===== src/logic/ingress_pkg.sv =====
// Register map, field positions, reset values and table state codes for the
// switch ingress and priority control block.
// Assumes a 32-bit AXI4-Lite bus with 16-bit byte addresses, one word per register.
package ingress_pkg;

	// Register indices; byte address is four times the index
	localparam logic [15:0] IDX_VLAN_STS  = 16'h1810;
	localparam logic [15:0] IDX_MAP_CMD   = 16'h1811;
	localparam logic [15:0] IDX_MAP_WDATA = 16'h1812;
	localparam logic [15:0] IDX_MAP_RDATA = 16'h1813;
	localparam logic [15:0] IDX_MAP_PEND  = 16'h1814;
	localparam logic [15:0] IDX_INGR_CFG  = 16'h1840;

	localparam logic [15:0] ADDR_VLAN_STS  = IDX_VLAN_STS * 16'h0004;
	localparam logic [15:0] ADDR_MAP_CMD   = IDX_MAP_CMD * 16'h0004;
	localparam logic [15:0] ADDR_MAP_WDATA = IDX_MAP_WDATA * 16'h0004;
	localparam logic [15:0] ADDR_MAP_RDATA = IDX_MAP_RDATA * 16'h0004;
	localparam logic [15:0] ADDR_MAP_PEND  = IDX_MAP_PEND * 16'h0004;
	localparam logic [15:0] ADDR_INGR_CFG  = IDX_INGR_CFG * 16'h0004;

	localparam int INDEX_W     = 6;
	localparam int PRIO_W      = 3;
	localparam int TABLE_DEPTH = 64;
	localparam int CFG_W       = 14;
	localparam int PORTS_W     = 3;

	// Command register fields
	localparam int CMD_DIR_BIT = 7;

	// Global ingress configuration fields
	localparam int CFG_ECHO      = 13;
	localparam int CFG_IGMP_MSB  = 12;
	localparam int CFG_IGMP_LSB  = 10;
	localparam int CFG_USE_IP    = 9;
	localparam int CFG_IGMP_EN   = 7;
	localparam int CFG_CTR_TEST  = 6;
	localparam int CFG_DA_PRIO   = 5;
	localparam int CFG_FILT_MC   = 4;
	localparam int CFG_DROP_UC   = 3;
	localparam int CFG_USE_PREC  = 2;
	localparam int CFG_TAG_FIRST = 1;
	localparam int CFG_VLAN_EN   = 0;

	localparam logic [13:0] CFG_RESET      = 14'h0006;
	localparam logic [31:0] CTR_TEST_VALUE = 32'h7fff_fffc;
	localparam logic [31:0] CTR_CLEAR_VALUE = 32'h0000_0000;

	localparam logic [1:0] RESP_OKAY   = 2'h0;
	localparam logic [1:0] RESP_SLVERR = 2'h2;

	typedef enum logic [1:0] {
		ST_IDLE    = 2'b00,
		ST_ISSUE   = 2'b01,
		ST_CAPTURE = 2'b10
	} table_state_t;

endpackage


===== src/logic/priority_map_mem.sv =====
// Priority mapping table: 64 entries of 3 bits, one host port, one lookup port.
// Assumes both ports run on mclk; read data appear one cycle after the address.
`timescale 1ns/1ps
module priority_map_mem (
	input  wire logic                                 mclk,
	input  wire logic                                 arst_n,
	input  wire logic                                 host_en,
	input  wire logic                                 host_we,
	input  wire logic [ingress_pkg::INDEX_W-1:0]     host_addr,
	input  wire logic [ingress_pkg::PRIO_W-1:0]      host_wdata,
	output logic      [ingress_pkg::PRIO_W-1:0]      host_rdata,
	input  wire logic [ingress_pkg::INDEX_W-1:0]     lookup_addr,
	output logic      [ingress_pkg::PRIO_W-1:0]      lookup_rdata
);
	import ingress_pkg::*;

	logic [PRIO_W-1:0] table_mem [TABLE_DEPTH];

	// Contents are left unset by reset; software fills the table before use
	always_ff @(posedge mclk)
	begin
		if (host_en && host_we)
		begin
			table_mem[host_addr] <= host_wdata;
		end
	end

	always_ff @(posedge mclk or negedge arst_n)
	begin
		if (!arst_n)
		begin
			host_rdata   <= '0;
			lookup_rdata <= '0;
		end
		else
		begin
			if (host_en && !host_we)
			begin
				host_rdata <= table_mem[host_addr];
			end
			lookup_rdata <= table_mem[lookup_addr];
		end
	end

endmodule


===== src/logic/switch_ingress_priority_control.sv =====
// Host-visible ingress and priority control of a switch engine over AXI4-Lite:
// indirect access to the priority mapping table and the global ingress settings.
// Assumes vlan_cmd_busy and lookup_index come from logic on mclk.
`timescale 1ns/1ps
module switch_ingress_priority_control (
	input  wire logic                                 mclk,
	input  wire logic                                 arst_n,
	input  wire logic [15:0]                          awaddr,
	input  wire logic                                 awvalid,
	output logic                                      awready,
	input  wire logic [31:0]                          wdata,
	input  wire logic [3:0]                           wstrb,
	input  wire logic                                 wvalid,
	output logic                                      wready,
	output logic [1:0]                                bresp,
	output logic                                      bvalid,
	input  wire logic                                 bready,
	input  wire logic [15:0]                          araddr,
	input  wire logic                                 arvalid,
	output logic                                      arready,
	output logic [31:0]                               rdata,
	output logic [1:0]                                rresp,
	output logic                                      rvalid,
	input  wire logic                                 rready,
	input  wire logic                                 vlan_cmd_busy,
	input  wire logic [ingress_pkg::INDEX_W-1:0]     lookup_index,
	output logic [ingress_pkg::PRIO_W-1:0]           lookup_priority,
	output logic                                      vlan_enable,
	output logic                                      tag_priority_over_ip,
	output logic                                      vlan_tag_first,
	output logic                                      use_ip_priority,
	output logic                                      ip_priority_from_table,
	output logic                                      da_static_priority,
	output logic                                      drop_unknown_unicast,
	output logic                                      drop_unknown_multicast,
	output logic                                      counter_read_test_mode,
	output logic [31:0]                               counter_reload_value,
	output logic [ingress_pkg::PORTS_W-1:0]          igmp_forward_ports,
	output logic                                      monitor_echo_enable
);
	import ingress_pkg::*;

	typedef struct packed {
		table_state_t        state;
		logic                aw_rdy;
		logic                w_rdy;
		logic                ar_rdy;
		logic                aw_got;
		logic                w_got;
		logic [15:0]         awaddr;
		logic [31:0]         wdata;
		logic [3:0]          wstrb;
		logic                bvalid;
		logic [1:0]          bresp;
		logic                rvalid;
		logic [31:0]         rdata;
		logic [1:0]          rresp;
		logic                cmd_dir;
		logic [INDEX_W-1:0]  cmd_index;
		logic                pend;
		logic [PRIO_W-1:0]   wr_prio;
		logic [PRIO_W-1:0]   rd_prio;
		logic                vlan_busy;
		logic [CFG_W-1:0]    cfg;
		logic [31:0]         ctr_reload;
		logic                ip_table;
		logic                vlan_first;
		logic [PORTS_W-1:0]  igmp_ports;
	} ctrl_state_t;

	ctrl_state_t         r_q;
	ctrl_state_t         r_d;
	logic                wr_do;
	logic                wr_mapped;
	logic                cmd_launch;
	logic                mem_en;
	logic                mem_we;
	logic [INDEX_W-1:0]  mem_addr;
	logic [PRIO_W-1:0]   mem_wdata;
	logic [PRIO_W-1:0]   mem_rdata;

	priority_map_mem u_map (
		.mclk         (mclk),
		.arst_n       (arst_n),
		.host_en      (mem_en),
		.host_we      (mem_we),
		.host_addr    (mem_addr),
		.host_wdata   (mem_wdata),
		.host_rdata   (mem_rdata),
		.lookup_addr  (lookup_index),
		.lookup_rdata (lookup_priority)
	);

	always_comb
	begin
		r_d        = r_q;
		wr_do      = r_q.aw_got && r_q.w_got && !r_q.bvalid;
		cmd_launch = 1'b0;
		wr_mapped  = (r_q.awaddr == ADDR_VLAN_STS) || (r_q.awaddr == ADDR_MAP_CMD)
			|| (r_q.awaddr == ADDR_MAP_WDATA) || (r_q.awaddr == ADDR_MAP_RDATA)
			|| (r_q.awaddr == ADDR_MAP_PEND) || (r_q.awaddr == ADDR_INGR_CFG);
		mem_en     = (r_q.state == ST_ISSUE);
		mem_we     = !r_q.cmd_dir;
		mem_addr   = r_q.cmd_index;
		mem_wdata  = r_q.wr_prio;

		// Address and data may arrive in either order; each is latched alone
		if (awvalid && r_q.aw_rdy)
		begin
			r_d.aw_got = 1'b1;
			r_d.awaddr = awaddr;
		end
		if (wvalid && r_q.w_rdy)
		begin
			r_d.w_got = 1'b1;
			r_d.wdata = wdata;
			r_d.wstrb = wstrb;
		end
		if (r_q.bvalid && bready)
		begin
			r_d.bvalid = 1'b0;
		end

		if (wr_do)
		begin
			r_d.aw_got = 1'b0;
			r_d.w_got  = 1'b0;
			r_d.bvalid = 1'b1;
			r_d.bresp  = wr_mapped ? RESP_OKAY : RESP_SLVERR;
			if (r_q.awaddr == ADDR_MAP_CMD)
			begin
				// A running access must finish on the entry it started with
				if (r_q.wstrb[0] && !r_q.pend)
				begin
					r_d.cmd_dir   = r_q.wdata[CMD_DIR_BIT];
					r_d.cmd_index = r_q.wdata[INDEX_W-1:0];
					r_d.pend      = 1'b1;
					r_d.state     = ST_ISSUE;
					cmd_launch    = 1'b1;
				end
			end
			else if (r_q.awaddr == ADDR_MAP_WDATA)
			begin
				if (r_q.wstrb[0])
				begin
					r_d.wr_prio = r_q.wdata[PRIO_W-1:0];
				end
			end
			else if (r_q.awaddr == ADDR_INGR_CFG)
			begin
				if (r_q.wstrb[0])
				begin
					r_d.cfg[7:0] = r_q.wdata[7:0];
				end
				if (r_q.wstrb[1])
				begin
					r_d.cfg[CFG_W-1:8] = r_q.wdata[CFG_W-1:8];
				end
			end
		end

		if (r_q.rvalid && rready)
		begin
			r_d.rvalid = 1'b0;
		end
		if (arvalid && r_q.ar_rdy)
		begin
			r_d.rvalid = 1'b1;
			r_d.rresp  = RESP_OKAY;
			r_d.rdata  = '0;
			if (araddr == ADDR_VLAN_STS)
			begin
				r_d.rdata[0] = r_q.vlan_busy;
			end
			else if (araddr == ADDR_MAP_CMD)
			begin
				r_d.rdata[CMD_DIR_BIT]   = r_q.cmd_dir;
				r_d.rdata[INDEX_W-1:0]   = r_q.cmd_index;
			end
			else if (araddr == ADDR_MAP_WDATA)
			begin
				r_d.rdata[PRIO_W-1:0] = r_q.wr_prio;
			end
			else if (araddr == ADDR_MAP_RDATA)
			begin
				r_d.rdata[PRIO_W-1:0] = r_q.rd_prio;
			end
			else if (araddr == ADDR_MAP_PEND)
			begin
				r_d.rdata[0] = r_q.pend;
			end
			else if (araddr == ADDR_INGR_CFG)
			begin
				r_d.rdata[CFG_W-1:0] = r_q.cfg;
			end
			else
			begin
				r_d.rresp = RESP_SLVERR;
			end
		end

		case (r_q.state)
			ST_IDLE:
			begin
			end
			ST_ISSUE:
			begin
				r_d.state = ST_CAPTURE;
			end
			ST_CAPTURE:
			begin
				if (r_q.cmd_dir)
				begin
					r_d.rd_prio = mem_rdata;
				end
				r_d.pend  = 1'b0;
				r_d.state = ST_IDLE;
			end
			default:
			begin
				r_d.pend  = 1'b0;
				r_d.state = ST_IDLE;
			end
		endcase

		r_d.aw_rdy    = !r_d.aw_got && !r_d.bvalid;
		r_d.w_rdy     = !r_d.w_got && !r_d.bvalid;
		r_d.ar_rdy    = !r_d.rvalid;
		r_d.vlan_busy = vlan_cmd_busy;

		// Derived selections lag the settings by one cycle to keep outputs registered
		r_d.ctr_reload = r_q.cfg[CFG_CTR_TEST] ? CTR_TEST_VALUE : CTR_CLEAR_VALUE;
		r_d.ip_table   = r_q.cfg[CFG_USE_IP] && !r_q.cfg[CFG_USE_PREC];
		r_d.vlan_first = r_q.cfg[CFG_VLAN_EN] && r_q.cfg[CFG_TAG_FIRST];
		r_d.igmp_ports = r_q.cfg[CFG_IGMP_EN] ? r_q.cfg[CFG_IGMP_MSB:CFG_IGMP_LSB]
			: '0;
	end

	always_ff @(posedge mclk or negedge arst_n)
	begin
		if (!arst_n)
		begin
			r_q     <= '0;
			r_q.cfg <= CFG_RESET;
		end
		else
		begin
			r_q <= r_d;
		end
	end

	assign awready                = r_q.aw_rdy;
	assign wready                 = r_q.w_rdy;
	assign bvalid                 = r_q.bvalid;
	assign bresp                  = r_q.bresp;
	assign arready                = r_q.ar_rdy;
	assign rvalid                 = r_q.rvalid;
	assign rdata                  = r_q.rdata;
	assign rresp                  = r_q.rresp;
	assign vlan_enable            = r_q.cfg[CFG_VLAN_EN];
	assign tag_priority_over_ip   = r_q.cfg[CFG_TAG_FIRST];
	assign vlan_tag_first         = r_q.vlan_first;
	assign use_ip_priority        = r_q.cfg[CFG_USE_IP];
	assign ip_priority_from_table = r_q.ip_table;
	assign da_static_priority     = r_q.cfg[CFG_DA_PRIO];
	assign drop_unknown_unicast   = r_q.cfg[CFG_DROP_UC];
	assign drop_unknown_multicast = r_q.cfg[CFG_FILT_MC];
	assign counter_read_test_mode = r_q.cfg[CFG_CTR_TEST];
	assign counter_reload_value   = r_q.ctr_reload;
	assign igmp_forward_ports     = r_q.igmp_ports;
	assign monitor_echo_enable    = r_q.cfg[CFG_ECHO];
endmodule


===== config.mk =====
export PLATFORM = sky130hd
export DESIGN_NAME = switch_ingress_priority_control
export DESIGN_NICKNAME = d
export VERILOG_FILES = /design/src/logic/ingress_pkg.sv /design/src/logic/priority_map_mem.sv /design/src/logic/switch_ingress_priority_control.sv
export SDC_FILE = /design/constraint.sdc
export NUM_CORES = 1
export LEC_CHECK = 0
export ABC_AREA = 1
export BUFFER_PORTS_ARGS = -buffer_cell sky130_fd_sc_hd__buf_4
export CORE_MARGIN = 8
export CORE_UTILIZATION = 50
export DETAILED_ROUTE_END_ITERATION = 10
export GPL_ROUTABILITY_DRIVEN = 0
export PLACE_DENSITY = 0.7
export SLEW_MARGIN = 20
export SYNTH_ARGS = -nofsm -noshare
export SYNTH_HDL_FRONTEND = slang
export SYNTH_SLANG_ARGS = --single-unit

===== constraint.sdc =====
create_clock -name mclk -period 3.2 [get_ports mclk]
set_input_delay 0.48 -clock mclk [delete_from_list [all_inputs] [get_ports mclk]]
set_output_delay 0.48 -clock mclk [all_outputs]
set_load 0.02 [all_outputs]

-- Word level (Yosys, flattened, before mapping)
Memories as Yosys holds them, arrays and structs flattened. A register that Yosys moved wholly into a read port is not among the register bits.
Index checks and enable logic that the tools add are counted.
- bits in registers: 124
- memory bits (read-only): 0
- bits in latches: 0
- word-level logic and storage cells: 135
- memories kept: 1
- bits in writable memories: 192
- input bits: 82
- mux-type cells: 48
- add/subtract/negate cells: 0
- bitwise gates (word level): 2
- magnitude comparators: 0
- shift-type cells: 0
- $mul: 0
- reductions and logical operators: 38
- div/mod/pow operators: 0
- equal/unequal tests: 20
- memories (memory ; words ; width ; rd ports ; clocked after Yosys merged registers in ; wr ports ; RTL line ; text):
    u_map.table_mem ; 64 ; 3 ; 2 ; 2 ; 1 ; priority_map_mem.sv:17 ; logic [PRIO_W-1:0] table_mem [TABLE_DEPTH];
- operators by type and width (kind ; number):
    == test 16 x 15 -> 1 bit, second input constant ; 12
    two-way mux 14 bit ; 7
    two-way mux 35 bit ; 1
    two-way mux 31 bit ; 1
    two-way mux 13 bit ; 2
    two-way mux 11 bit ; 2
    two-way mux 2 bit ; 11
    two-way mux 3 bit ; 7
    logical AND 1 bit ; 14
    two-way mux 1 bit ; 13
    two-way mux 6 bit ; 2
    zero test 1 bit ; 10
    AND reduction 5 bit ; 2
    AND reduction 3 bit ; 3
    inequality test 2 x 1 -> 1 bit, second input constant ; 3
    inequality test 2 bit, second input constant ; 3
    logical OR 1 bit ; 5
    two-way mux 4 bit ; 1
    case mux 2 bit (2 select lines) ; 1
    AND reduction 4 bit ; 1
    == test 2 x 1 -> 1 bit, second input constant ; 1
    == test 2 bit, second input constant ; 1
    zero test 2 bit ; 1
    NOT 1 bit ; 2
    other kinds (2) ; 2

-- Logic depth before layout (Yosys ltp)
- depth after elaboration: 15
- gate-level depth with buffers: 15
- depth with buffers taken out: 13

-- Hierarchy
Synthesis repeated with hierarchy kept, for this count alone.
- cells, all modules: 1825
- area total of the unflattened synthesis: 15008.1 µm²
- modules (own cells, without submodules) (module ; area each (µm²) ; cells each ; seq. area each (µm²) ; times used):
    priority_map_mem ; 10517.6 ; 1297 ; 5915.7 ; 1
    switch_ingress_priority_control ; 4490.6 ; 528 ; 2304.7 ; 1

-- Worst setup path after synthesis
OpenSTA, ideal clock, no wires.
- path type: reg-to-reg
- start point: register r_q, in the netlist mem_addr[1]
- end point: memory u_map.table_mem[0][0], enable pin
- library setup time: 321 ps
- arrival time: 1382 ps
- slack: 1497 ps
- cell stages (with the launch flop): 7
- period minus slack after synthesis: 1703 ps
- cells stage by stage: dfrtp_1 > buf_2 > inv_2 > buf_2 > buf_2 > nand4_1 > nor2_1
- RTL lines (what ; RTL line ; text):
    from (decl) ; switch_ingress_priority_control.sv:71 ; ctrl_state_t r_q;
    from (signal assigned) ; switch_ingress_priority_control.sv:248 ; r_q <= r_d;
    to (decl) ; priority_map_mem.sv:17 ;
Straight into the memory's write port.

-- Final worst setup path
- start point: register r_q[162] (netlist name)
- end point: memory u_map.table_mem[41][1], enable pin
- cells in the longest elaborated chain, start to end: 4
- ends and longest elaborated chain (what ; RTL line ; text):
    == test 2 x 1 -> 1 bit ; switch_ingress_priority_control.sv:102 ; mem_en = (r_q.state == ST_ISSUE);
    logical AND 1 bit ; priority_map_mem.sv:22 ; if (host_en && host_we)
    two-way mux 1 bit ; priority_map_mem.sv:22 ;
    two-way mux 1 bit (implied by the code) ; priority_map_mem.sv:24 ; table_mem[host_addr] <= host_wdata;
Every way passes these cells.

==> summary.txt <==
status: finished with violations
failing checks: hold timing
routed wl met3: 3240 um
worst-path cell with the longest stage delay: nor3_2
synth warn: 0
share of layout cells above drive strength 1: 13.9%
Area growth syn-to-layout: 12.4%
CP Capture Type: register
setup TNS: 0 ns
non-filler instance count after layout: 2282
Clock Tree Root: clkbuf_16
Clock transition at path regs: 0.06 ns
final hold violation count: 6
diode count: 0
post-place setup slack: 0.644 ns
Starting Density: 50.7%
Congestion Overflow GR: 0
Final Max Tran Viols: 0
DRT Pass-1 Iters: 5
synth cell count leaders: 767 x nand2_1, 192 x edfxtp_1, 149 x nand3_1
CTS H-tree lvls: 1
Routed wire per std cell: 18.0 um
IO Pins: 171
Hold Path Class: input pin to asynchronous set/reset pin
Final min period: 2.59 ns
pwr dens: 528 nW/um^2
sequential-to-total area share from yosys stat: 54.7%
multi-input logic area: 5530 sq um
final WL: 41000 um
Die W: 189 um
1st-iter DRT viols: 1303
pin count of the biggest net entering global routing: 64
Clock Latency Late Sink: 0.57 ns
post-synthesis mux area share: 0%
Longest Clk Path Bufs: 3
Post-Synth Adder-Cell Area: 0%
Post-synth EDFFs: 192
max_cap viols: 0
# setup viols final: 0
placed wire-length estimate: 27100 um
die height: 189 um
Netlist cell types: 38
FF+latch area: 8230 sq um
Synth Instances: 1817
post-cts sizing count: 0
Worst path max stage delay: 0.64 ns
via count: 12.5k
Critical Path RT: 3.44 ns
largest area contributor in the netlist: edfxtp_1
Global Route Usage Sum: 22.3%
Max-slew headroom: 29.0%
DR WL met2: 19900 um
Leak: 7.48 nW
critical-path cell list: nor3_2, nand4_1, buf_4, nor2_1
largest family of logic cells by synthesized area: simple AND/OR/NAND/NOR gates
CTS buffer count: 31
row cnt: 63
overall power after layout: 8.92 mW
vias in the first global route: 12.5k
Worst Tran Pin Value: 1.06 ns
CTS Sinks: 290
Max FO, Critical Path: 8
Fillers: 2628
dominant synthesized flop cell: edfxtp_1
Worst VDD drop: 0.442 mV
post-synthesis xor/xnor area fraction: 0%
average size of a mapped cell: 8.28 sq um
wl on met1: 16200 um
share of flip-flops with an asynchronous set or reset: 33.8%
post-synth top area share: 38.3%
fin nets: 1950
WP data arrival: 2.83 ns
Residual DRC: 0
antenna viol nets, final: 0
Compound-Gate Fraction of Synth Area: 5.92%
crit share post-route: 80.9%
dpl cells: 2225
initial antenna violation count: 0
Synth Area in Simple Gates: 30.3%
CTS tree: done
port buffer count: 127
CP Class: register to register
Setup Fix Bufs, Post-CTS: 0
Avg Vias per Cell: 5.49
die area: 35900 sq um
Mapped Area: 15000 sq um
top cells by area, synth: edfxtp_1 38%, nand2_1 19%, dfrtp_1 16%, nand3_1 5.0%, buf_4 3.7%
Clock Skew: 0.0124 ns
CTS Hold Bufs: 0
core area: 29600 sq um
min setup slack post-route: 0.610 ns
RSZ-0062 raised after global routing: no
#FFs+latches synth: 290
first-pass GRT wire length: 64500 um
Fmax: 0.386 GHz
startpoint types: register
Hold WS: -0.00674 ns
most frequent cell after synthesis: nand2_1
top sig layer: met4
[critical path, delay by kind of cell (launching register included)]
kind / cells / cell delay, ns
flip-flops: 1 / 0.44
AND/OR/NAND/NOR: 3 / 1.46
buffers and inverters: 1 / 0.36
[where the power goes]
part           total, mW  internal, mW  switching, mW
clock network       3.56          2.14           1.42
registers           4.35          4.21          0.143
logic               1.01         0.328          0.686
total               8.92          6.67           2.25
[worst paths after layout]
kind | slack, ns | start | to | cells past startpoint
worst max-delay path | 0.61 | r_q[162] | u_map.table_mem[41][1] | 4
worst min-delay path | -0.007 | arst_n | rdata[4] | 1
worst max register to register | 0.61 | r_q[162] | u_map.table_mem[41][1] | 4
worst min register to register | 0.44 | r_q[161] | r_q[161] | 1
max in group asynchronous | 2.53 | arst_n | r_q[141] | 2
min in group mclk | 0.03 | vlan_cmd_busy | r_q[51] | 1
[cells by family after synthesis]
family | Yosys count
AOI/OAI and AO/OA | 163
buffers and inverters | 265
DFF | 290
other | 1
and+or+nand+nor | 1098
[sequential cells by signal (all words and copies together) (netlist names), 3 cells and up]
name,flops
u_map.table_mem,192
r_q,48
rdata,14
mem_addr,6
igmp_forward_ports,3
mem_wdata,3
u_map.host_rdata,3
u_map.lookup_rdata,3
[metal layers]
layer / vias up / GRT usage (%)
met2: 592 / 37.6
met4: 0 / 9.95
met3: 114 / 3.16
met5: - / 0
li1: 5932 / -
met1: 5893 / 28.2
[cells in the final DEF, fill, tap and decap left out, drive strengths merged, types with 2 or more instances in the layout]
cell type / count
a21oi: 50
buf: 159
clkbuf: 51
clkinv: 5
conb: 23
dfrtp: 96
dfstp: 2
edfxtp: 192
inv: 102
nand2: 767
nand3: 150
nand4: 42
nor2: 122
nor3: 10
nor4: 3
o211ai: 2
o21ai: 106
o22ai: 3
or2: 4
[stage by stage]
| stage | cell area (sq um) | utilization [%] |
|---|---|---|
| global placement | 15900 | 53.5 |
| finish | 16900 | 57.0 |
| global route | 16900 | 57.0 |
| floorplan | 15100 | - |
| detailed placement | 15900 | 53.5 |
| CTS | 16900 | 57.0 |
[layout make-up]
type | count | share of cell area, %
sequential | 290 | 48.7
multi-input combinational | 1284 | 32.8
tap | 390 | 2.89
timing repair buffer | 159 | 7.29
inverter | 102 | 2.27
clock buffer | 51 | 5.75
clock inverter | 6 | 0.348
Power figures use the tool's default switching activity.
